--- config.mk ---
export PLATFORM = sky130hd
export DESIGN_NAME = weld_process_output_select
export DESIGN_NICKNAME = d
export VERILOG_FILES = /design/src/hdl/po_sel_pkg.sv /design/src/hdl/pulse_if.sv /design/src/hdl/half_sec_pulse.sv /design/src/hdl/code_store.sv /design/src/hdl/weld_process_output_select.sv
export SDC_FILE = /design/constraint.sdc
export NUM_CORES = 1
export LEC_CHECK = 0
export CELL_PAD_IN_SITES_DETAIL_PLACEMENT = 0
export CELL_PAD_IN_SITES_GLOBAL_PLACEMENT = 1
export CORE_ASPECT_RATIO = 0.7
export CORE_MARGIN = 2
export CORE_UTILIZATION = 53
export DETAILED_ROUTE_END_ITERATION = 8
export DONT_BUFFER_PORTS = 1
export PLACE_DENSITY = 0.8
export SETUP_SLACK_MARGIN = 0.2
export SLEW_MARGIN = 10
export SYNTH_ARGS = -nofsm -noshare
export SYNTH_HDL_FRONTEND = slang
export SYNTH_SLANG_ARGS = --single-unit
--- constraint.sdc ---
create_clock -name i_mclk -period 6.93 [get_ports i_mclk]
set_clock_uncertainty 0.15 [all_clocks]
set_input_delay 1.386 -clock i_mclk [delete_from_list [all_inputs] [get_ports i_mclk]]
set_output_delay 1.386 -clock i_mclk [all_outputs]
set_load 0.05 [all_outputs]
--- src/hdl/po_sel_pkg.sv ---
// Contract
// - codes 01-04 follow weld, weld plus hold, hold, off interval.
// - code 05 asserts after off ends until initiation is withdrawn.
// - code 06 gives one half-second pulse from the sequence end point.
// - codes 07, 08, 09 select retraction and half-cycle special functions.
// - code 10 asserts on fault, no weld, programming, stop, current out of window; the code shows out-of-window current only while i_const_current is set.
// - code 11 asserts while the thermal limit switch reads open.
// - code 12 only flashes the limit indication on out-of-window current.
// - code 13 flashes limit indication and pulses valve three half a second.
// - code 14 flashes limit indication and breaks the running sequence.
// - code 15 asserts on hardware fault or control relay fault.
// - code 16 asserts on shorted thyristor or missing second line.
// - code 17 asserts on thermal, memory, compensation, stepper end faults.
// - code 18 asserts when full thyristor conduction is detected.
// - code 19 asserts in weld only in weld mode with inhibit input closed.
// - code 20 asserts from squeeze completion through the weld interval.
// - code 22 sends result and current after bad weld or last weld.
// - code 23 sends result and current on out-of-window current.
// - code 25 also presents measured current on the data display.
// - code 27 flashes, breaks sequence and pulses valve three.
// - code 28 pulses valve three at sequence end if all is good.
package po_sel_pkg;
  localparam int CODE_W = 5;
  localparam int CUR_W  = 16;
  localparam int PCNT_W = 24;
  localparam logic [CODE_W-1:0] CODE_RST        = 5'h00;
  localparam logic [CODE_W-1:0] CODE_DISABLED   = 5'h00;
  localparam logic [CODE_W-1:0] CODE_WELD       = 5'h01;
  localparam logic [CODE_W-1:0] CODE_WELD_HOLD  = 5'h02;
  localparam logic [CODE_W-1:0] CODE_HOLD       = 5'h03;
  localparam logic [CODE_W-1:0] CODE_OFF        = 5'h04;
  localparam logic [CODE_W-1:0] CODE_AFTER_OFF  = 5'h05;
  localparam logic [CODE_W-1:0] CODE_END_PULSE  = 5'h06;
  localparam logic [CODE_W-1:0] CODE_AIR_OIL    = 5'h07;
  localparam logic [CODE_W-1:0] CODE_RETRACT    = 5'h08;
  localparam logic [CODE_W-1:0] CODE_HALF_CYC   = 5'h09;
  localparam logic [CODE_W-1:0] CODE_ANY_FAULT  = 5'h0a;
  localparam logic [CODE_W-1:0] CODE_THERMAL    = 5'h0b;
  localparam logic [CODE_W-1:0] CODE_FLASH      = 5'h0c;
  localparam logic [CODE_W-1:0] CODE_FLASH_V3   = 5'h0d;
  localparam logic [CODE_W-1:0] CODE_FLASH_BRK  = 5'h0e;
  localparam logic [CODE_W-1:0] CODE_HW_FAULT   = 5'h0f;
  localparam logic [CODE_W-1:0] CODE_SCR_SHORT  = 5'h10;
  localparam logic [CODE_W-1:0] CODE_FAULT_GRP  = 5'h11;
  localparam logic [CODE_W-1:0] CODE_FULL_COND  = 5'h12;
  localparam logic [CODE_W-1:0] CODE_WELD_OK    = 5'h13;
  localparam logic [CODE_W-1:0] CODE_INTERLOCK  = 5'h14;
  localparam logic [CODE_W-1:0] CODE_RSVD_A     = 5'h15;
  localparam logic [CODE_W-1:0] CODE_TX_LAST    = 5'h16;
  localparam logic [CODE_W-1:0] CODE_TX_OUT     = 5'h17;
  localparam logic [CODE_W-1:0] CODE_SHOW_CUR   = 5'h19;
  localparam logic [CODE_W-1:0] CODE_FLASH_ALL  = 5'h1b;
  localparam logic [CODE_W-1:0] CODE_END_V3     = 5'h1c;
  localparam logic [CODE_W-1:0] CODE_RSVD_B     = 5'h1d;
  localparam int MCLK_KHZ       = 25000;
  localparam int PULSE_MS       = 500;
  localparam int PULSE_CYCLES   = MCLK_KHZ * PULSE_MS;
endpackage : po_sel_pkg

--- src/hdl/pulse_if.sv ---
`timescale 1ns/10ps
`default_nettype none
interface pulse_if;
  logic fire;
  logic busy;
  modport req (output fire, input busy);
  modport tmr (input fire, output busy);
endinterface : pulse_if
`default_nettype wire

--- src/hdl/half_sec_pulse.sv ---
`timescale 1ns/10ps
`default_nettype none
module half_sec_pulse
  import po_sel_pkg::*;
#(
  parameter int unsigned CYCLES = PULSE_CYCLES
) (
  // clock and reset
  input  wire logic i_mclk,
  input  wire logic i_sys_rst,
  // trigger and pulse
  pulse_if.tmr      p
);
  typedef struct packed {
    logic              busy;
    logic [PCNT_W-1:0] cnt;
  } tmr_s;
  tmr_s st_q;
  tmr_s st_d;

  // a trigger during a running pulse is ignored, no stretching
  always_comb begin
    st_d = st_q;
    if (st_q.busy) begin
      if (st_q.cnt == '0) begin
        st_d.busy = 1'b0;
      end else begin
        st_d.cnt = st_q.cnt - 1'b1;
      end
    end else if (p.fire) begin
      st_d.busy = 1'b1;
      st_d.cnt  = PCNT_W'(CYCLES - 1);
    end
  end

  always_ff @(posedge i_mclk or posedge i_sys_rst) begin
    if (i_sys_rst) begin
      st_q <= '0;
    end else begin
      st_q <= st_d;
    end
  end

  assign p.busy = st_q.busy;
endmodule : half_sec_pulse
`default_nettype wire

--- src/hdl/code_store.sv ---
`timescale 1ns/10ps
`default_nettype none
module code_store
  import po_sel_pkg::*;
(
  // clock and reset
  input  wire logic              i_mclk,
  input  wire logic              i_sys_rst,
  // write side
  input  wire logic              i_prog_mode,
  input  wire logic              i_wr,
  input  wire logic [CODE_W-1:0] i_wdata,
  // stored code
  output logic      [CODE_W-1:0] o_code
);
  typedef struct packed {
    logic [CODE_W-1:0] code;
  } store_s;
  store_s st_q;
  store_s st_d;

  // writes outside programming mode are dropped silently
  always_comb begin
    st_d = st_q;
    if (i_prog_mode && i_wr) begin
      st_d.code = i_wdata;
    end
  end

  always_ff @(posedge i_mclk or posedge i_sys_rst) begin
    if (i_sys_rst) begin
      st_q <= '{code: CODE_RST};
    end else begin
      st_q <= st_d;
    end
  end

  assign o_code = st_q.code;
endmodule : code_store
`default_nettype wire

--- src/hdl/weld_process_output_select.sv ---
`timescale 1ns/10ps
`default_nettype none
module weld_process_output_select
  import po_sel_pkg::*;
#(
  parameter int unsigned P_PULSE_CYCLES = PULSE_CYCLES
) (
  // clock and reset
  input  wire logic             i_mclk,
  input  wire logic             i_sys_rst,
  // selection code programming
  input  wire logic             i_prog_mode,
  input  wire logic             i_code_wr,
  input  wire logic [CODE_W-1:0] i_code_wdata,
  output logic      [CODE_W-1:0] o_code,
  // sequence phases from the sequencer
  input  wire logic             i_ph_squeeze,
  input  wire logic             i_ph_weld,
  input  wire logic             i_ph_hold,
  input  wire logic             i_ph_off,
  input  wire logic             i_off_done,
  input  wire logic             i_sequence_end_point,
  input  wire logic             i_last_weld,
  // pins, synchronised here
  input  wire logic             i_initiation,
  input  wire logic             i_thermal_limit_switch_open,
  input  wire logic             i_external_weld_inhibit_input,
  // control state and faults
  input  wire logic             i_weld_mode,
  input  wire logic             i_any_fault,
  input  wire logic             i_estop,
  input  wire logic             i_const_current,
  input  wire logic             i_hw_fault,
  input  wire logic             i_relay_fault,
  input  wire logic             i_scr_short,
  input  wire logic             i_line2_missing,
  input  wire logic             i_fault_group,
  input  wire logic             i_full_conduction,
  input  wire logic             i_serial_fitted,
  // current measurement
  input  wire logic             i_meas_done,
  input  wire logic             i_limit_check_result,
  input  wire logic [CUR_W-1:0] i_meas_current,
  // process output and actions
  output logic                  o_process_out,
  output logic                  o_valve3,
  output logic                  o_limit_flash,
  output logic                  o_seq_break,
  output logic                  o_mode_air_oil_retract,
  output logic                  o_mode_retract,
  output logic                  o_mode_half_cycle,
  // serial report
  output logic                  o_tx_req,
  output logic                  o_tx_out_of_window,
  output logic      [CUR_W-1:0] o_tx_current,
  // data display
  output logic                  o_show_current,
  output logic      [CUR_W-1:0] o_display_current
);
  typedef struct packed {
    logic [1:0]       tls_sync;
    logic [1:0]       nwi_sync;
    logic [1:0]       init_sync;
    logic             sqz;
    logic             weld;
    logic             after_off;
    logic             interlock;
    logic             last_out;
    logic             flash;
    logic             brk;
    logic             tx_req;
    logic             tx_out;
    logic [CUR_W-1:0] tx_cur;
    logic [CUR_W-1:0] disp_cur;
    logic             pout;
  } state_s;
  state_s st_q;
  state_s st_d;

  logic [CODE_W-1:0] code;
  logic              tls_open;
  logic              nwi_closed;
  logic              init_on;
  logic              out_evt;
  logic              good_end;

  pulse_if eos_p ();
  pulse_if v3_p ();

  function automatic logic flash_code(input logic [CODE_W-1:0] c);
    return (c == CODE_FLASH) || (c == CODE_FLASH_V3) ||
           (c == CODE_FLASH_BRK) || (c == CODE_FLASH_ALL);
  endfunction : flash_code

  function automatic logic break_code(input logic [CODE_W-1:0] c);
    return (c == CODE_FLASH_BRK) || (c == CODE_FLASH_ALL);
  endfunction : break_code

  code_store u_store (
    .i_mclk      (i_mclk),
    .i_sys_rst   (i_sys_rst),
    .i_prog_mode (i_prog_mode),
    .i_wr        (i_code_wr),
    .i_wdata     (i_code_wdata),
    .o_code      (code)
  );

  half_sec_pulse #(.CYCLES(P_PULSE_CYCLES)) u_eos_pulse (
    .i_mclk    (i_mclk),
    .i_sys_rst (i_sys_rst),
    .p         (eos_p.tmr)
  );

  half_sec_pulse #(.CYCLES(P_PULSE_CYCLES)) u_v3_pulse (
    .i_mclk    (i_mclk),
    .i_sys_rst (i_sys_rst),
    .p         (v3_p.tmr)
  );

  assign tls_open   = st_q.tls_sync[1];
  assign nwi_closed = st_q.nwi_sync[1];
  assign init_on    = st_q.init_sync[1];
  assign out_evt    = i_meas_done && i_limit_check_result;
  // last result must be inside the window, weld mode on, inhibit closed
  assign good_end   = i_sequence_end_point && !st_q.last_out && i_weld_mode && nwi_closed;

  assign eos_p.fire = (code == CODE_END_PULSE) && i_sequence_end_point;
  assign v3_p.fire  = (((code == CODE_FLASH_V3) || (code == CODE_FLASH_ALL)) && out_evt)
                   || ((code == CODE_END_V3) && good_end);

  always_comb begin
    st_d = st_q;
    st_d.tls_sync  = {st_q.tls_sync[0], i_thermal_limit_switch_open};
    st_d.nwi_sync  = {st_q.nwi_sync[0], i_external_weld_inhibit_input};
    st_d.init_sync = {st_q.init_sync[0], i_initiation};
    st_d.sqz       = i_ph_squeeze;
    st_d.weld      = i_ph_weld;
    st_d.brk       = 1'b0;
    st_d.tx_req    = 1'b0;
    if (i_meas_done) begin
      st_d.last_out = i_limit_check_result;
      st_d.disp_cur = i_meas_current;
    end
    // latch from end of off until initiation drops; set wins over clear
    if (!init_on) begin
      st_d.after_off = 1'b0;
    end
    if (i_off_done) begin
      st_d.after_off = 1'b1;
    end
    // interlock runs from squeeze completion to the end of weld
    if (st_q.weld && !i_ph_weld) begin
      st_d.interlock = 1'b0;
    end
    if (st_q.sqz && !i_ph_squeeze) begin
      st_d.interlock = 1'b1;
    end
    // flash holds until a good measurement or a non-flash code
    if ((i_meas_done && !i_limit_check_result) || !flash_code(code)) begin
      st_d.flash = 1'b0;
    end
    if (flash_code(code) && out_evt) begin
      st_d.flash = 1'b1;
    end
    if (break_code(code) && out_evt) begin
      st_d.brk = 1'b1;
    end
    // serial report only with the option fitted
    if (i_serial_fitted && i_meas_done) begin
      if (((code == CODE_TX_LAST) && (i_limit_check_result || i_last_weld))
          || ((code == CODE_TX_OUT) && i_limit_check_result)) begin
        st_d.tx_req = 1'b1;
        st_d.tx_out = i_limit_check_result;
        st_d.tx_cur = i_meas_current;
      end
    end
    case (code)
      CODE_WELD:      st_d.pout = i_ph_weld;
      CODE_WELD_HOLD: st_d.pout = i_ph_weld || i_ph_hold;
      CODE_HOLD:      st_d.pout = i_ph_hold;
      CODE_OFF:       st_d.pout = i_ph_off;
      CODE_AFTER_OFF: st_d.pout = st_d.after_off;
      CODE_END_PULSE: st_d.pout = eos_p.busy;
      CODE_ANY_FAULT: st_d.pout = i_any_fault || !i_weld_mode || !nwi_closed || i_prog_mode
                                  || i_estop || (i_const_current && st_q.last_out);
      CODE_THERMAL:   st_d.pout = tls_open;
      CODE_HW_FAULT:  st_d.pout = i_hw_fault || i_relay_fault;
      CODE_SCR_SHORT: st_d.pout = i_scr_short || i_line2_missing;
      CODE_FAULT_GRP: st_d.pout = i_fault_group || tls_open;
      CODE_FULL_COND: st_d.pout = i_full_conduction;
      CODE_WELD_OK:   st_d.pout = i_ph_weld && i_weld_mode && nwi_closed;
      CODE_INTERLOCK: st_d.pout = st_d.interlock;
      default:        st_d.pout = 1'b0;
    endcase
  end

  always_ff @(posedge i_mclk or posedge i_sys_rst) begin
    if (i_sys_rst) begin
      st_q <= '0;
    end else begin
      st_q <= st_d;
    end
  end

  // special functions take the output over from plain status
  assign o_mode_air_oil_retract = (code == CODE_AIR_OIL);
  assign o_mode_retract         = (code == CODE_RETRACT);
  assign o_mode_half_cycle      = (code == CODE_HALF_CYC);
  assign o_show_current         = (code == CODE_SHOW_CUR);
  assign o_code                 = code;
  assign o_process_out          = st_q.pout;
  assign o_valve3               = v3_p.busy;
  assign o_limit_flash          = st_q.flash;
  assign o_seq_break            = st_q.brk;
  assign o_tx_req               = st_q.tx_req;
  assign o_tx_out_of_window     = st_q.tx_out;
  assign o_tx_current           = st_q.tx_cur;
  assign o_display_current      = st_q.disp_cur;
endmodule : weld_process_output_select
`default_nettype wire

# Word level (Yosys, flattened, before mapping)
# Index checks and enable logic that the tools add are counted.
op_classes:
  add_sub_neg: 2
  n_mul: 0
  div_mod_pow: 0
  magnitude_cmp: 0
  n_eq_ne: 27
  shift: 0
  n_mux: 18
  bitwise: 0
  n_reduce_logical: 52
ops:
  columns: ["operator", "n"]
  rows:
  - ["2-to-1 mux 25 bit", 4]
  - ["equality test 5 bit, second input constant", 10]
  - ["logical NOT 24 bit", 2]
  - ["2-to-1 mux 24 bit", 2]
  - ["subtractor 24 x 1 -> 24 bit, second input constant", 2]
  - ["equality test 5 x 4 -> 1 bit, second input constant", 8]
  - ["2-to-1 mux 18 bit", 2]
  - ["equality test 5 x 3 -> 1 bit, second input constant", 4]
  - ["logical AND 1 bit", 19]
  - ["logical OR 1 bit", 18]
  - ["one-hot mux 1 bit (14 select lines)", 1]
  - ["equality test 5 x 2 -> 1 bit, second input constant", 2]
  - ["2-to-1 mux 1 bit", 9]
  - ["logical NOT 1 bit", 7]
  - ["AND reduction 2 bit", 3]
  - ["nonzero test 2 bit", 3]
  - ["equality test 5 x 1 -> 1 bit, second input constant", 1]
  - ["!= test 2 bit, second input constant", 2]
word_totals:
  regBits: 103
  latchBits: 0
  ram_bits: 0
  mem_bits_ro: 0
  inputBits: 48
  out_inout_bits: 47
  word_cells: 119
  memories: 0

# Longest topological paths before layout
depth:
  depth_word: 8
  depth_mapped: 10
  ltp_nobuf: 7

# Hierarchy
# From an unflattened synthesis, not the netlist that was laid out.
unflattened:
  cells_unflattened: 485
  area_unflattened_um2: 5500.3
by_module_without_submodules:
  columns: ["mod", "instances", "cells_per_inst", "area_each_um2", "seq_area_each_um2"]
  rows:
  - ["half_sec_pulse", 2, 141, 1481.4, 625.6]
  - ["weld_process_output_select", 1, 191, 2346.0, 1201.2]
  - ["code_store", 1, 12, 191.4, 125.1]

# Worst setup path before layout
# OpenSTA, ideal clock, no wires.
synth_path:
  path_kind: "flip-flop to output port"
  startpoint: "reg u_store.st_q (netlist bit u_store.o_code[0])"
  endpoint: "out o_mode_retract"
  arrival_time_ns: 2.545
  required_time_ns: 5.394
  slack_ns: 2.849
  stages_incl_launch_ff: 4
  path_buffers: 2
  cell_sequence: "dfrtp_1 clkbuf_1 clkbuf_1 nor4_1"
synth_via:
  elab_chain_cells: 1
synth_rtl:
  columns: ["element", "line_no", "rtl"]
  rows:
  - ["from (decl)", "code_store.sv:19", "store_s st_q;"]
  - ["from (signal assigned)", "code_store.sv:32", "st_q <= '{code: CODE_RST};"]
  - ["from (signal assigned)", "code_store.sv:34", "st_q <= st_d;"]
  - ["equality test 5 x 4 -> 1 bit", "weld_process_output_select.sv:207", "assign o_mode_retract = (code == CODE_RETRACT);"]
  - ["to (decl)", "weld_process_output_select.sv:50", "output logic o_mode_retract,"]
# No other way between the ends.

# Worst setup path in the final report
layout_path:
  startpoint: "reg u_store.st_q (netlist bit u_store.o_code[1])"
  endpoint: "out o_mode_air_oil_retract"
layout_via:
  elab_chain_cells: 1
layout_rtl:
  columns: ["element", "line_no", "rtl"]
  rows:
  - ["equality test 5 x 3 -> 1 bit", "weld_process_output_select.sv:206", "assign o_mode_air_oil_retract = (code == CODE_AIR_OIL);"]
  - ["to (decl)", "weld_process_output_select.sv:49", "output logic o_mode_air_oil_retract,"]
# No other way between the ends.

==> metrics.md <==
| Metric | Value |
|---|---|
| Vias in the first global route | `3,494` |
| CTS tree | `done` |
| Detailed-placement wirelength estimate | `7840 µm` |
| LEAKAGE | `2.01 nW` |
| Synth unique cells | `59` |
| I/O pin total | `95` |
| Row count | `29` |
| Die H | `86.2 µm` |
| Worst slew pin tran | `1.09 ns` |
| Sequential element share of the synthesized area | `0.504` |
| Ratio of final minimum period to clock period | `0.628` |
| # diodes | `0` |
| H-tree Lvls | `3` |
| Yosys Warn Count | `0` |
| First-pass GRT wire length | `between 15,000 and 20,000 µm` |
| Most common cell after layout, fill and taps aside | `dfrtp_1` |
| Post-Syn Area per Cell | `10.6 µm²` |
| Power density over the cells | `roughly 270 nW/µm²` |
| Clock Tree Root | `clkbuf_16` |
| Via density | `6.11` |
| Hold Slack | `0.213 ns` |
| Synth Register Bits | `103` |
| Most frequent cells in the layout | `dfrtp_1 (103), nor2_1 (35), nand2_1 (35)` |
| GP Congestion | `0.807` |
| FMAX | `230 MHz` |
| Gr usage total | `0.225` |
| Area of the core | `9220 µm²` |
| CTS Buf Count | `9` |
| Drt total wl | `about 11,000 µm` |
| Vias post-DR | `3,529` |
| DRC Markers | `0` |
| Largest net degree at the start of global routing | `71` |
| Die Wd | `around 120 µm` |
| Gates resized, CTS repair | `0` |
| DR iter-0 viols | `171` |
| Util after Layout | `0.573` |
| Final Hold Viols | `0` |
| Final non-filler cell total | `578` |
| Synth Cell Area | `5110 µm²` |
| IO buf count | `0` |
| Post-synth EDFFs | `0` |
| Max-Cap Viols | `0` |
| Final Max Tran Viols | `0` |
| Worst-path maximum fanout | `15` |
| Clock tree buffer depth | `2` |
| VDD IR max | `roughly 0.20 mV` |
| Routed Antenna Nets | `0` |
| Routed WL per cell | `about 19 µm` |
| Hold-fix buffers at CTS | `0` |
| CP required | `5.39 ns` |
| Critical Path Sink Type | `output port` |
| Design Power | `roughly 1.4 mW` |
| Area delta synth->final | `3.28%` |
| Slew margin rel. | `0.273` |
| Skew-Pair Late Insertion Delay | `0.35 ns` |
| Synth Flop Type | `dfrtp_1` |
| Setup violators final | `0` |
| # clock sinks | `slightly above 100` |
| Drt pass-1 iters | `4` |
| Total Negative Setup Slacks | `0 ns` |
| Worst hold-check path type | `register to register` |
| RSZ-0062 raised after global routing | `no` |
| Nets | `between 500 and 600` |
| Starting Density | `0.555` |
| Share of cells above drive strength 1 | `0.150` |
| Initial antenna violation count | `0` |
| Grt total ovfl | `0` |
| Cells after Synth | `about 480` |
| Syn nets | `536` |
| Setup Buffers After CTS | `0` |
| Critical path data arrival time | `2.81 ns` |
| Placed cell count | `562` |
| Outcome | `finished, final reports clean` |
| Tmin final | `4.35 ns` |
| Clock-pin slew on the worst setup and hold paths | `approximately 0.07 ns` |
| Startpoint types | `register` |
| Synth async-reset ratio | `1.00` |
| Die ar. | `~10,000 µm²` |
| Crit path kind | `register to output port` |
-- worst paths after layout --
path	startpoint	to	slack, ns	cells after the start
max in group asynchronous	i_sys_rst	u_store.o_code[2]	4.67	2
worst min-delay path	st_d[43]	init_on	0.21	0
worst max register to register	u_store.o_code[1]	u_eos_pulse.st_q[18]	3.80	5
worst max-delay path	u_store.o_code[1]	o_mode_air_oil_retract	2.58	3
worst min register to register	st_d[43]	init_on	0.21	0
min in group asynchronous	i_sys_rst	o_display_current[10]	0.74	1
-- Yosys cell counts (all sizes together) (2+ instances only) --
| library cell | instances | area share |
|---|---|---|
| nor4bb | 2 | 0.0039 |
| nand4b | 2 | 0.0034 |
| a2111oi | 3 | 0.0051 |
| mux2 | 38 | 0.084 |
| or2 | 4 | 0.0049 |
| nand4 | 7 | 0.0086 |
| o31ai | 7 | 0.010 |
| ha | 4 | 0.0098 |
| or3 | 16 | 0.020 |
| a211oi | 3 | 0.0044 |
| nand3 | 17 | 0.017 |
| nor4b | 3 | 0.0051 |
| o22ai | 3 | 0.0037 |
| nor3 | 13 | 0.013 |
| and3 | 4 | 0.0049 |
| nor2 | 35 | 0.026 |
| nor4 | 16 | 0.022 |
| or4 | 7 | 0.012 |
| xnor2 | 11 | 0.019 |
| a22o | 2 | 0.0034 |
| dfrtp | 103 | 0.50 |
| o41ai | 5 | 0.0086 |
| o2111ai | 3 | 0.0051 |
| o211ai | 8 | 0.014 |
| a31oi | 2 | 0.0024 |
| nand2 | 35 | 0.026 |
| nand3b | 2 | 0.0029 |
| o21ai | 20 | 0.020 |
| nand2b | 4 | 0.0049 |
| buf | 38 | 0.056 |
| xor2 | 8 | 0.014 |
| inv | 16 | 0.012 |
| clkbuf | 13 | 0.0095 |
| a21oi | 14 | 0.014 |
-- final cells by class --
class / count / area, µm²
clock buffers: 9 / 225
clock inverters: 7 / 72.6
flip-flops and latches: 103 / 2580
multi-input cells: 314 / 2150
fillers: 821 / 3940
repair buffers: 5 / 37.5
well taps: 124 / 155
inverters: 16 / 62.6
-- kinds of logic after synthesis --
group / Yosys count / synth area share
xor gates and xnor gates: 19 / 0.0325
and+or+nand+nor: 176 / 0.189
buffers and inverters: 67 / 0.0776
AOI/OAI and AO/OA: 76 / 0.102
muxes: 39 / 0.0856
adders and majority gates: 4 / 0.00979
DFF: 103 / 0.504
-- state kept, by name, summed over array words and instances, names as in the netlist, 3 cells and up --
| signal | count |
|---|---|
| u_eos_pulse.st_q | 24 |
| st_d | 3 |
| u_v3_pulse.st_q | 24 |
| o_tx_current | 16 |
| u_store.o_code | 5 |
| o_display_current | 16 |
| st_q | 6 |
-- per-layer routing --
layer | vias to the layer above | global-route usage | wire, µm
met1 | 1735 | 0.327 | 5320
met5 | - | 0 | 0
li1 | 1657 | - | -
met2 | 124 | 0.320 | 4570
met4 | 0 | 0.0564 | 136
met3 | 13 | 0.0868 | 981
-- critical path: stages (launching register included) --
cell and delay (ns):
dfrtp_1 0.94, inv_1 0.30, or3_1 0.49, nor2_1 0.74
-- metrics by stage --
step	setup slack, ns	cell area [µm²]
3_3_place_gp	3.06	4980
6_report	2.58	5280
5_1_grt	2.47	5280
4_1_cts	2.61	5280
2_1_floorplan	2.69	5110
3_5_place_dp	2.99	4980
-- power breakdown --
group	switching [mW]	total, mW	internal, mW
sequential	0.192	0.833	0.641
combinational	0.0463	0.0905	0.0442
clock	0.248	0.504	0.257
total	0.486	1.43	0.942
(Power assumes the default switching activity.)
